## config.mk

```make
export PLATFORM = sky130hd
export DESIGN_NAME = system_event_vector_generator
export DESIGN_NICKNAME = d
export VERILOG_FILES = /design/src/hdl/sys_event_pkg.sv /design/src/hdl/system_event_vector_generator.sv
export SDC_FILE = /design/constraint.sdc
export NUM_CORES = 1
export LEC_CHECK = 0
export CORE_UTILIZATION = 40
export DETAILED_ROUTE_END_ITERATION = 12
export DONT_BUFFER_PORTS = 1
export GPL_ROUTABILITY_DRIVEN = 0
export PLACE_DENSITY = 0.62
export SLEW_MARGIN = 40
export SYNTH_ARGS = -nofsm -noshare
export SYNTH_HDL_FRONTEND = slang
export SYNTH_SLANG_ARGS = --single-unit
export TNS_END_PERCENT = 50
```

## constraint.sdc

```tcl
create_clock -name ref_clk -period 3.3 [get_ports ref_clk]
set_clock_uncertainty 0.2 [all_clocks]
set_input_delay 0.66 -clock ref_clk [delete_from_list [all_inputs] [get_ports ref_clk]]
set_output_delay 0.66 -clock ref_clk [all_outputs]
set_load 0.02 [all_outputs]
```

## src/hdl/sys_event_pkg.sv

```systemverilog
package sys_event_pkg;

    // Register offsets on the plain register port.
    localparam logic [15:0] USER_NMI_VEC_OFS = 16'h015A;
    localparam logic [15:0] SYS_NMI_VEC_OFS  = 16'h015C;
    localparam logic [15:0] RST_VEC_OFS      = 16'h015E;
    localparam logic [15:0] MBOX_OUT_OFS     = 16'h0160;
    localparam logic [15:0] MBOX_IN_OFS      = 16'h0162;
    localparam logic [15:0] MBOX_STAT_OFS    = 16'h0164;
    localparam logic [15:0] EVT_STATUS_OFS   = 16'h0166;
    localparam logic [15:0] EVT_MASK_OFS     = 16'h0168;

    // Flag positions; a flag at position i reports vector code 2*i.
    localparam int RST_SUPPLY_BROWNOUT = 1;
    localparam int RST_RESET_PIN       = 2;
    localparam int RST_SW_BROWNOUT     = 3;
    localparam int RST_SHUTDOWN_WAKE   = 4;
    localparam int RST_SECURITY        = 5;
    localparam int RST_SUPPLY_HIGH     = 7;
    localparam int RST_SW_POWER_ON     = 10;
    localparam int RST_WDOG_EXPIRY     = 11;
    localparam int RST_WDOG_PASSWORD   = 12;
    localparam int RST_NVM_PASSWORD    = 13;
    localparam int RST_NVM_UNCORRECT   = 14;
    localparam int RST_PERIPH_FETCH    = 15;
    localparam int RST_PMM_PASSWORD    = 16;
    localparam int RST_FREQ_LOCK_LOSS  = 18;

    localparam int SYS_LOW_POWER_ENTRY = 1;
    localparam int SYS_NVM_UNCORRECT   = 2;
    localparam int SYS_VACANT_ACCESS   = 9;
    localparam int SYS_MBOX_IN         = 10;
    localparam int SYS_MBOX_OUT        = 11;
    localparam int SYS_NVM_CORRECTED   = 12;

    localparam int USR_NMI_PIN         = 1;
    localparam int USR_OSC_FAULT       = 2;

    localparam logic [31:0] ONE = 32'h0000_0001;

    // Reset depth of each reset cause.
    localparam logic [31:0] BOR_LEVEL_MASK =
        (ONE << RST_SUPPLY_BROWNOUT) | (ONE << RST_RESET_PIN) |
        (ONE << RST_SW_BROWNOUT) | (ONE << RST_SHUTDOWN_WAKE) |
        (ONE << RST_SECURITY) | (ONE << RST_SUPPLY_HIGH);
    localparam logic [31:0] POR_LEVEL_MASK = ONE << RST_SW_POWER_ON;
    localparam logic [31:0] PUC_LEVEL_MASK =
        (ONE << RST_WDOG_EXPIRY) | (ONE << RST_WDOG_PASSWORD) |
        (ONE << RST_NVM_PASSWORD) | (ONE << RST_NVM_UNCORRECT) |
        (ONE << RST_PERIPH_FETCH) | (ONE << RST_PMM_PASSWORD) |
        (ONE << RST_FREQ_LOCK_LOSS);

    // Event status and mask bits.
    localparam int EVT_RESET_CAUSE = 0;
    localparam int EVT_SYSTEM_NMI  = 1;
    localparam int EVT_USER_NMI    = 2;
    localparam int EVT_WIDTH       = 3;

    localparam logic [15:0] VECTOR_EMPTY     = 16'h0000;
    localparam logic [31:0] FLAGS_RESET      = 32'h0000_0000;
    localparam logic [2:0]  EVT_RESET        = 3'h0;
    localparam logic [15:0] MBOX_DATA_RESET  = 16'h0000;
    localparam int          PIN_SYNC_STAGES  = 3;

    typedef struct packed {
        logic [15:0] addr;
        logic [15:0] wdata;
        logic        wr;
        logic        rd;
    } bus_req_t;

    typedef struct packed {
        logic        wr;
        logic        rd;
        logic [15:0] wdata;
    } probe_req_t;

    typedef struct packed {
        logic supply_brownout;
        logic reset_pin;
        logic sw_brownout;
        logic shutdown_wake;
        logic security_violation;
        logic supply_high;
        logic sw_power_on;
        logic watchdog_expiry;
        logic watchdog_password;
        logic nvm_password;
        logic nvm_uncorrectable;
        logic periph_fetch;
        logic power_mgmt_password;
        logic freq_lock_loss;
        logic low_power_entry;
        logic vacant_access;
        logic nvm_corrected;
        logic oscillator_fault;
    } event_in_t;

    typedef struct packed {
        logic brownout_reset;
        logic power_on_reset;
        logic power_up_clear;
    } reset_req_t;

endpackage

```

## src/hdl/system_event_vector_generator.sv

```systemverilog
// Implementation choice: strobed register access.
`timescale 1ns/1ps
// Contract
// [RL1] Each vector reads 00h when idle, else code of lowest-coded pending event.
// [RL2] Every reset cause carries brownout, power-on or clear depth, requested on cause.
// [RL3] Reset vector: supply brownout 02h, reset pin 04h, soft brownout 06h, wake 08h.
// [RL4] Reset vector: security violation 0Ah, high supply event 0Eh; 0Ch, 10h reserved.
// [RL5] Reset vector: software power-on request 14h; 12h reserved.
// [RL6] Watchdog expiry 16h and watchdog password 18h cause power-up clear.
// [RL7] Memory controller password violation causes power-up clear, code 1Ah.
// [RL8] Uncorrectable memory error: 1Ch in reset vector, 04h in system vector.
// [RL9] Fetch from peripheral area causes power-up clear, code 1Eh.
// [RL10] Power password 20h and lock loss 24h at clear depth; rest reserved.
// [RL11] System vector: low-power reset entry 02h highest; 06h to 10h reserved.
// [RL12] Vacant memory access sets its flag, system code 12h.
// [RL13] Incoming mailbox data raises mailbox input event, system code 14h.
// [RL14] Outgoing mailbox data taken by probe raises output event, code 16h.
// [RL15] Corrected memory error reports system code 18h; 1Ah to 1Eh reserved.
// [RL16] User vector: nmi pin 02h highest, oscillator fault 04h; rest reserved.
// [RL17] Mailbox lets software and the debug probe exchange words.
// [RL18] Reading a vector clears the flag it reports.
// [RL19] Vectors are 16-bit, even codes only, writes ignored.
module system_event_vector_generator (
    input  wire logic                    ref_clk,
    input  wire logic                    rst,
    input  wire sys_event_pkg::bus_req_t bus,
    output logic [15:0]                  rdata,
    input  wire sys_event_pkg::event_in_t events,
    input  wire logic                    nmi_pin,
    input  wire sys_event_pkg::probe_req_t probe,
    output logic [15:0]                  probe_rdata,
    output logic                         mbox_in_full,
    output logic                         mbox_out_full,
    output sys_event_pkg::reset_req_t    reset_req,
    output logic                         irq
);

    ////////////////////////////////////////////////////////////////////////
    // Helpers.

    function automatic logic [15:0] vector_code(input logic [31:0] flags);
        logic [15:0] code;
        code = sys_event_pkg::VECTOR_EMPTY;
        for (int i = 31; i >= 1; i--) begin
            if (flags[i]) begin
                code = 16'(2 * i);
            end
        end
        return code;
    endfunction

    function automatic logic [31:0] lowest_flag(input logic [31:0] flags);
        return flags & (~flags + 32'h0000_0001);
    endfunction

    function automatic logic [31:0] bit_at(input logic on, input int pos);
        return on ? (sys_event_pkg::ONE << pos) : 32'h0000_0000;
    endfunction

    ////////////////////////////////////////////////////////////////////////
    // Pin synchroniser for the external non-maskable pin.

    logic [sys_event_pkg::PIN_SYNC_STAGES-1:0] nmi_sync;
    logic                                      nmi_level;
    logic                                      nmi_rise;

    always_ff @(posedge ref_clk) begin
        if (rst) begin
            nmi_sync <= '0;
        end else begin
            nmi_sync <= {nmi_sync[1:0], nmi_pin};
        end
    end

    // A change counts once the second and third stages agree.
    always_ff @(posedge ref_clk) begin
        if (rst) begin
            nmi_level <= 1'b0;
        end else if (nmi_sync[1] == nmi_sync[2]) begin
            nmi_level <= nmi_sync[2];
        end
    end

    assign nmi_rise = (nmi_sync[1] == nmi_sync[2]) && nmi_sync[2] &&
                      !nmi_level;

    ////////////////////////////////////////////////////////////////////////
    // Event set vectors.

    logic [31:0] rst_set;
    logic [31:0] sys_set;
    logic [31:0] usr_set;
    logic        mbox_in_evt;
    logic        mbox_out_evt;

    assign mbox_in_evt  = probe.wr;                       // see [RL13]
    assign mbox_out_evt = probe.rd && mbox_out_full;      // see [RL14]

    always_comb begin
        rst_set = bit_at(events.supply_brownout,
                         sys_event_pkg::RST_SUPPLY_BROWNOUT) |     // see [RL3]
                  bit_at(events.reset_pin,
                         sys_event_pkg::RST_RESET_PIN) |
                  bit_at(events.sw_brownout,
                         sys_event_pkg::RST_SW_BROWNOUT) |
                  bit_at(events.shutdown_wake,
                         sys_event_pkg::RST_SHUTDOWN_WAKE) |
                  bit_at(events.security_violation,
                         sys_event_pkg::RST_SECURITY) |            // see [RL4]
                  bit_at(events.supply_high,
                         sys_event_pkg::RST_SUPPLY_HIGH) |
                  bit_at(events.sw_power_on,
                         sys_event_pkg::RST_SW_POWER_ON) |         // see [RL5]
                  bit_at(events.watchdog_expiry,
                         sys_event_pkg::RST_WDOG_EXPIRY) |         // see [RL6]
                  bit_at(events.watchdog_password,
                         sys_event_pkg::RST_WDOG_PASSWORD) |
                  bit_at(events.nvm_password,
                         sys_event_pkg::RST_NVM_PASSWORD) |        // see [RL7]
                  bit_at(events.nvm_uncorrectable,
                         sys_event_pkg::RST_NVM_UNCORRECT) |       // see [RL8]
                  bit_at(events.periph_fetch,
                         sys_event_pkg::RST_PERIPH_FETCH) |        // see [RL9]
                  bit_at(events.power_mgmt_password,
                         sys_event_pkg::RST_PMM_PASSWORD) |        // see [RL10]
                  bit_at(events.freq_lock_loss,
                         sys_event_pkg::RST_FREQ_LOCK_LOSS);
        sys_set = bit_at(events.low_power_entry,
                         sys_event_pkg::SYS_LOW_POWER_ENTRY) |     // see [RL11]
                  bit_at(events.nvm_uncorrectable,
                         sys_event_pkg::SYS_NVM_UNCORRECT) |       // see [RL8]
                  bit_at(events.vacant_access,
                         sys_event_pkg::SYS_VACANT_ACCESS) |       // see [RL12]
                  bit_at(mbox_in_evt, sys_event_pkg::SYS_MBOX_IN) |
                  bit_at(mbox_out_evt, sys_event_pkg::SYS_MBOX_OUT) |
                  bit_at(events.nvm_corrected,
                         sys_event_pkg::SYS_NVM_CORRECTED);        // see [RL15]
        usr_set = bit_at(nmi_rise, sys_event_pkg::USR_NMI_PIN) |  // see [RL16]
                  bit_at(events.oscillator_fault,
                         sys_event_pkg::USR_OSC_FAULT);
    end

    ////////////////////////////////////////////////////////////////////////
    // Pending flags and vector reads.

    logic [31:0] rst_flags;
    logic [31:0] sys_flags;
    logic [31:0] usr_flags;
    logic        rd_rst_vec;
    logic        rd_sys_vec;
    logic        rd_usr_vec;

    assign rd_rst_vec = bus.rd && bus.addr == sys_event_pkg::RST_VEC_OFS;
    assign rd_sys_vec = bus.rd && bus.addr == sys_event_pkg::SYS_NMI_VEC_OFS;
    assign rd_usr_vec = bus.rd && bus.addr == sys_event_pkg::USER_NMI_VEC_OFS;

    // A read clears the reported flag, but a new set in the same cycle wins.
    // Writes never touch the flags.
    always_ff @(posedge ref_clk) begin
        if (rst) begin
            rst_flags <= sys_event_pkg::FLAGS_RESET;
        end else begin
            rst_flags <= (rst_flags &
                          ~(rd_rst_vec ? lowest_flag(rst_flags) : '0)) |
                         rst_set;                          // see [RL18] [RL19]
        end
    end

    always_ff @(posedge ref_clk) begin
        if (rst) begin
            sys_flags <= sys_event_pkg::FLAGS_RESET;
        end else begin
            sys_flags <= (sys_flags &
                          ~(rd_sys_vec ? lowest_flag(sys_flags) : '0)) |
                         sys_set;                          // see [RL18]
        end
    end

    always_ff @(posedge ref_clk) begin
        if (rst) begin
            usr_flags <= sys_event_pkg::FLAGS_RESET;
        end else begin
            usr_flags <= (usr_flags &
                          ~(rd_usr_vec ? lowest_flag(usr_flags) : '0)) |
                         usr_set;                          // see [RL18]
        end
    end

    ////////////////////////////////////////////////////////////////////////
    // Reset depth requests; the deepest level wins.

    always_ff @(posedge ref_clk) begin
        if (rst) begin
            reset_req <= '0;
        end else begin
            reset_req.brownout_reset <=
                |(rst_set & sys_event_pkg::BOR_LEVEL_MASK);     // see [RL2]
            reset_req.power_on_reset <=
                |(rst_set & sys_event_pkg::POR_LEVEL_MASK) &&
                !(|(rst_set & sys_event_pkg::BOR_LEVEL_MASK));
            reset_req.power_up_clear <=
                |(rst_set & sys_event_pkg::PUC_LEVEL_MASK) &&
                !(|(rst_set & (sys_event_pkg::BOR_LEVEL_MASK |
                               sys_event_pkg::POR_LEVEL_MASK)));  // see [RL6]
        end
    end

    ////////////////////////////////////////////////////////////////////////
    // Debug mailbox.

    logic [15:0] mbox_in_data;
    logic        wr_mbox_out;
    logic        rd_mbox_in;

    assign wr_mbox_out = bus.wr && bus.addr == sys_event_pkg::MBOX_OUT_OFS;
    assign rd_mbox_in  = bus.rd && bus.addr == sys_event_pkg::MBOX_IN_OFS;

    always_ff @(posedge ref_clk) begin
        if (rst) begin
            mbox_in_data <= sys_event_pkg::MBOX_DATA_RESET;
            mbox_in_full <= 1'b0;
        end else begin
            if (probe.wr) begin
                mbox_in_data <= probe.wdata;               // see [RL17]
            end
            mbox_in_full <= probe.wr || (mbox_in_full && !rd_mbox_in);
        end
    end

    always_ff @(posedge ref_clk) begin
        if (rst) begin
            probe_rdata   <= sys_event_pkg::MBOX_DATA_RESET;
            mbox_out_full <= 1'b0;
        end else begin
            if (wr_mbox_out) begin
                probe_rdata <= bus.wdata;                  // see [RL17]
            end
            mbox_out_full <= wr_mbox_out || (mbox_out_full && !probe.rd);
        end
    end

    ////////////////////////////////////////////////////////////////////////
    // Event status, mask and interrupt.

    logic [sys_event_pkg::EVT_WIDTH-1:0] evt_status;
    logic [sys_event_pkg::EVT_WIDTH-1:0] evt_mask;
    logic [sys_event_pkg::EVT_WIDTH-1:0] evt_set;
    logic                                wr_status;

    assign evt_set   = {|usr_set, |sys_set, |rst_set};
    assign wr_status = bus.wr && bus.addr == sys_event_pkg::EVT_STATUS_OFS;

    always_ff @(posedge ref_clk) begin
        if (rst) begin
            evt_status <= sys_event_pkg::EVT_RESET;
        end else begin
            evt_status <= (evt_status &
                           ~(wr_status ? bus.wdata[2:0] : 3'h0)) | evt_set;
        end
    end

    always_ff @(posedge ref_clk) begin
        if (rst) begin
            evt_mask <= sys_event_pkg::EVT_RESET;
        end else if (bus.wr && bus.addr == sys_event_pkg::EVT_MASK_OFS) begin
            evt_mask <= bus.wdata[2:0];
        end
    end

    assign irq = |(evt_status & evt_mask);

    ////////////////////////////////////////////////////////////////////////
    // Read data, valid in the cycle after the read strobe.

    always_ff @(posedge ref_clk) begin
        if (rst) begin
            rdata <= sys_event_pkg::VECTOR_EMPTY;
        end else if (bus.rd) begin
            unique case (bus.addr)
                sys_event_pkg::RST_VEC_OFS:
                    rdata <= vector_code(rst_flags);       // see [RL1]
                sys_event_pkg::SYS_NMI_VEC_OFS:
                    rdata <= vector_code(sys_flags);
                sys_event_pkg::USER_NMI_VEC_OFS:
                    rdata <= vector_code(usr_flags);
                sys_event_pkg::MBOX_OUT_OFS:  rdata <= probe_rdata;
                sys_event_pkg::MBOX_IN_OFS:   rdata <= mbox_in_data;
                sys_event_pkg::MBOX_STAT_OFS:
                    rdata <= {14'h0000, mbox_out_full, mbox_in_full};
                sys_event_pkg::EVT_STATUS_OFS: rdata <= {13'h0000, evt_status};
                sys_event_pkg::EVT_MASK_OFS:   rdata <= {13'h0000, evt_mask};
                default: rdata <= sys_event_pkg::VECTOR_EMPTY;
            endcase
        end else begin
            rdata <= sys_event_pkg::VECTOR_EMPTY;
        end
    end
endmodule

```

==> results.ini <==
[worst_setup_path]
startpoint_type = flop
critPathKind = flop to flop
cp_max_fo = 7
worst_setup_path_end_kind = flop
worstPathArrival_ns = 2.78
crit_required_ns = 3.42
r2r_cells = 7

[route]
drt-total-wl_mm = 18.2
ant_nets = 0
viasPerCell = 5.63
drt_iter0_markers = 517
drc_errors = 0
firstDrtPassIters = 5
post_drt_wl_per_cell_um = 17.2
via_count = 5956

[clock_tree]
cts_root_buf = clkbuf_16
cts-resized-gates = 0
cts_sinks = 159
cts_hold_buf = 0
clk_pin_slew_ns = 0.07
clk_path_buf_depth = 2
cts-htree-levels = 4
cts_tree = built
cts_setup_buffers = 0
cts_buffers = 17
insertion_delay_ns = 0.43

[floorplanning]
pin_count = 111
die_y_um = 132
coreArea_mm2 = 0.0166
start_util_pct = 41.0
fp.dieArea_mm2 = 0.0175
num_rows = 47
die_width_um = 132

[global_route]
grt_pass1_vias = 5616
grt_use_total_pct = 21.2
gr-total-overflow = 0
grt_max_degree = 105
antenna_found_initial = 0
grt_pass1_wl_mm = 29.3

[min_path]
hold_path_class = primary input to flop
whs_path_depth = 1

[timing]
min_period_over_period_pct = 80.6
max_slew_margin_pct = 54.7
period_needed_ns = 2.66
hold_viol = 0
setup_ws_ns = 0.639
tns_ns = 0
finalSetupViolCount = 0
tightest_slew_ns = 0.673
finalMaxSlewViolations = 0
fmax_mhz = 376
rsz0062_at_grt = false

[logic_synthesis]
synth_top_area_share_pct = 46.8
synth_fp_nets = 888
async_flop_share_pct = 0
synthCells = 814
synth-edff-count = 0
yosys_warnings = 0
ys_ff_latch = 159
synthFlopType = dfxtp_1
syn_avg_cell_area_um2 = 8.35
synth_top_area_cell = dfxtp_1
ys_types = 63
synth.area.top_cells = dfxtp_1 47%, nor2_1 6.3%, a21oi_1 5.8%
yosysSeqAreaShare_pct = 46.8
synthesis.area_mm2 = 0.00680

[pwr]
peakVddDrop_v = 0.000348
leakage_nw = 2.89
power_density_mw_per_mm2 = 527
p_total_w = 0.00406

[placed_design]
dp_hpwl_mm = 13.1
placed_cells = 1025
dpl_worst_slack_ns = 0.326
portBuffers = 0

[finish]
area_growth_syn_to_layout_pct = 13.3
n_antenna_cell = 0
finalNonFillerCells = 1057
drive_above_1_share_pct = 8.48
nNetsFinal = 898

[run]
maxCapViolCount = 0

[outcome]
run_status = finished clean

-- worst max-delay path, stage by stage, from the launching register on --
cell and delay (ns):
dfxtp_1 0.34, or4_4 0.56, or3_4 0.35, nor4_4 0.19, and3_4 0.26, nand2b_4 0.08
or4_1 0.39, and3_1 0.18
-- metrics by stage --
step                instance area [um^2]  hold slack (ns)  util (%)
floorplan                           6800            0.214         -
CTS                                 7700           0.0796      46.5
detailed placement                  7120            0.239      42.9
finish                              7700            0.101      46.5
global route                        7700           0.0767      46.5
global placement                    7120            0.233      42.9
-- cell type report --
cell class | count | area [um^2]
clock buffers | 17 | 425
repair buffers | 20 | 150
fillers | 1682 | 8880
multi-input cells | 588 | 3370
flip-flops and latches | 159 | 3180
clock inverters | 15 | 159
inverters | 38 | 143
well taps | 220 | 275
-- cell families after synthesis --
group / Yosys count / synth area share, %
buffers and inverters: 67 / 3.75
AOI/OAI and AO/OA: 186 / 18.1
DFF: 159 / 46.8
muxes: 26 / 3.90
adders and majority gates: 1 / 0.184
and+or+nand+nor: 375 / 27.2
-- path summary, 6_finish.rpt --
path / startpoint / end / slack, ns
worst min register to register: rst_flags[31] / rst_flags[31] / 0.25
worst min-delay path: rst / nmi_sync[0] / 0.10
worst max-delay path: usr_flags[7] / usr_flags[19] / 0.64
worst max register to register: usr_flags[7] / usr_flags[19] / 0.64
-- per-layer routing --
| metal | vias up | wire length (um) | track usage [%] |
|---|---|---|---|
| met2 | 181 | 8160 | 32.4 |
| met4 | 0 | 208 | 6.45 |
| met1 | 2799 | 8590 | 28.6 |
| met5 | - | 0 | 0 |
| met3 | 16 | 1210 | 6.42 |
| li1 | 2960 | - | - |
-- where the power goes --
group,leakage [nW],internal (W),switching [W]
combinational,1.32,0.0000588,0.0000804
clock,0.282,0.00102,0.000913
sequential,1.29,0.00195,0.0000354
-- state kept, by name (all words and copies together), names as in the netlist --
| signal | count |
|---|---|
| rdata | 16 |
| nmi_sync | 3 |
| rst_flags | 32 |
| mbox_in_data | 16 |
| reset_req | 3 |
| sys_flags | 32 |
| usr_flags | 32 |
| evt_mask | 3 |
| mbox_out_full | 1 |
| evt_status | 3 |
| nmi_level | 1 |
| probe_rdata | 16 |
| mbox_in_full | 1 |
-- cells in the final DEF (no fill, tap or decap), drive strengths merged, types with 9 or more instances in the layout --
| master | synthesis | routed |
|---|---|---|
| a21oi | 79 | 79 |
| a22oi | 12 | 12 |
| a311oi | 9 | 9 |
| and3 | 18 | 18 |
| buf | 4 | 20 |
| clkbuf | 25 | 17 |
| dfxtp | 159 | 159 |
| inv | 38 | 48 |
| mux2i | 22 | 22 |
| nand2 | 88 | 88 |
| nand2b | 13 | 13 |
| nand3 | 18 | 18 |
| nor2 | 115 | 115 |
| nor3 | 44 | 44 |
| nor3b | 15 | 15 |
| nor4 | 20 | 20 |
| o21ai | 18 | 18 |
-- Yosys cell counts (all sizes together) (5+ instances only) --
cell type and n:
nand3 18, a31oi 8, a21oi 79, o21ai 18
nand2b 13, nor3 44, inv 38, or4 8
o211a 5, nor2 115, o311a 7, nand4 6
nor3b 15, clkbuf 25, a22oi 12, nor4 20
dfxtp 159, or3 7, nor2b 8, mux2i 22
nand2 88, a211oi 8, and3 18, a311oi 9
or2 5, o31ai 8
(Power assumes the default switching activity.)
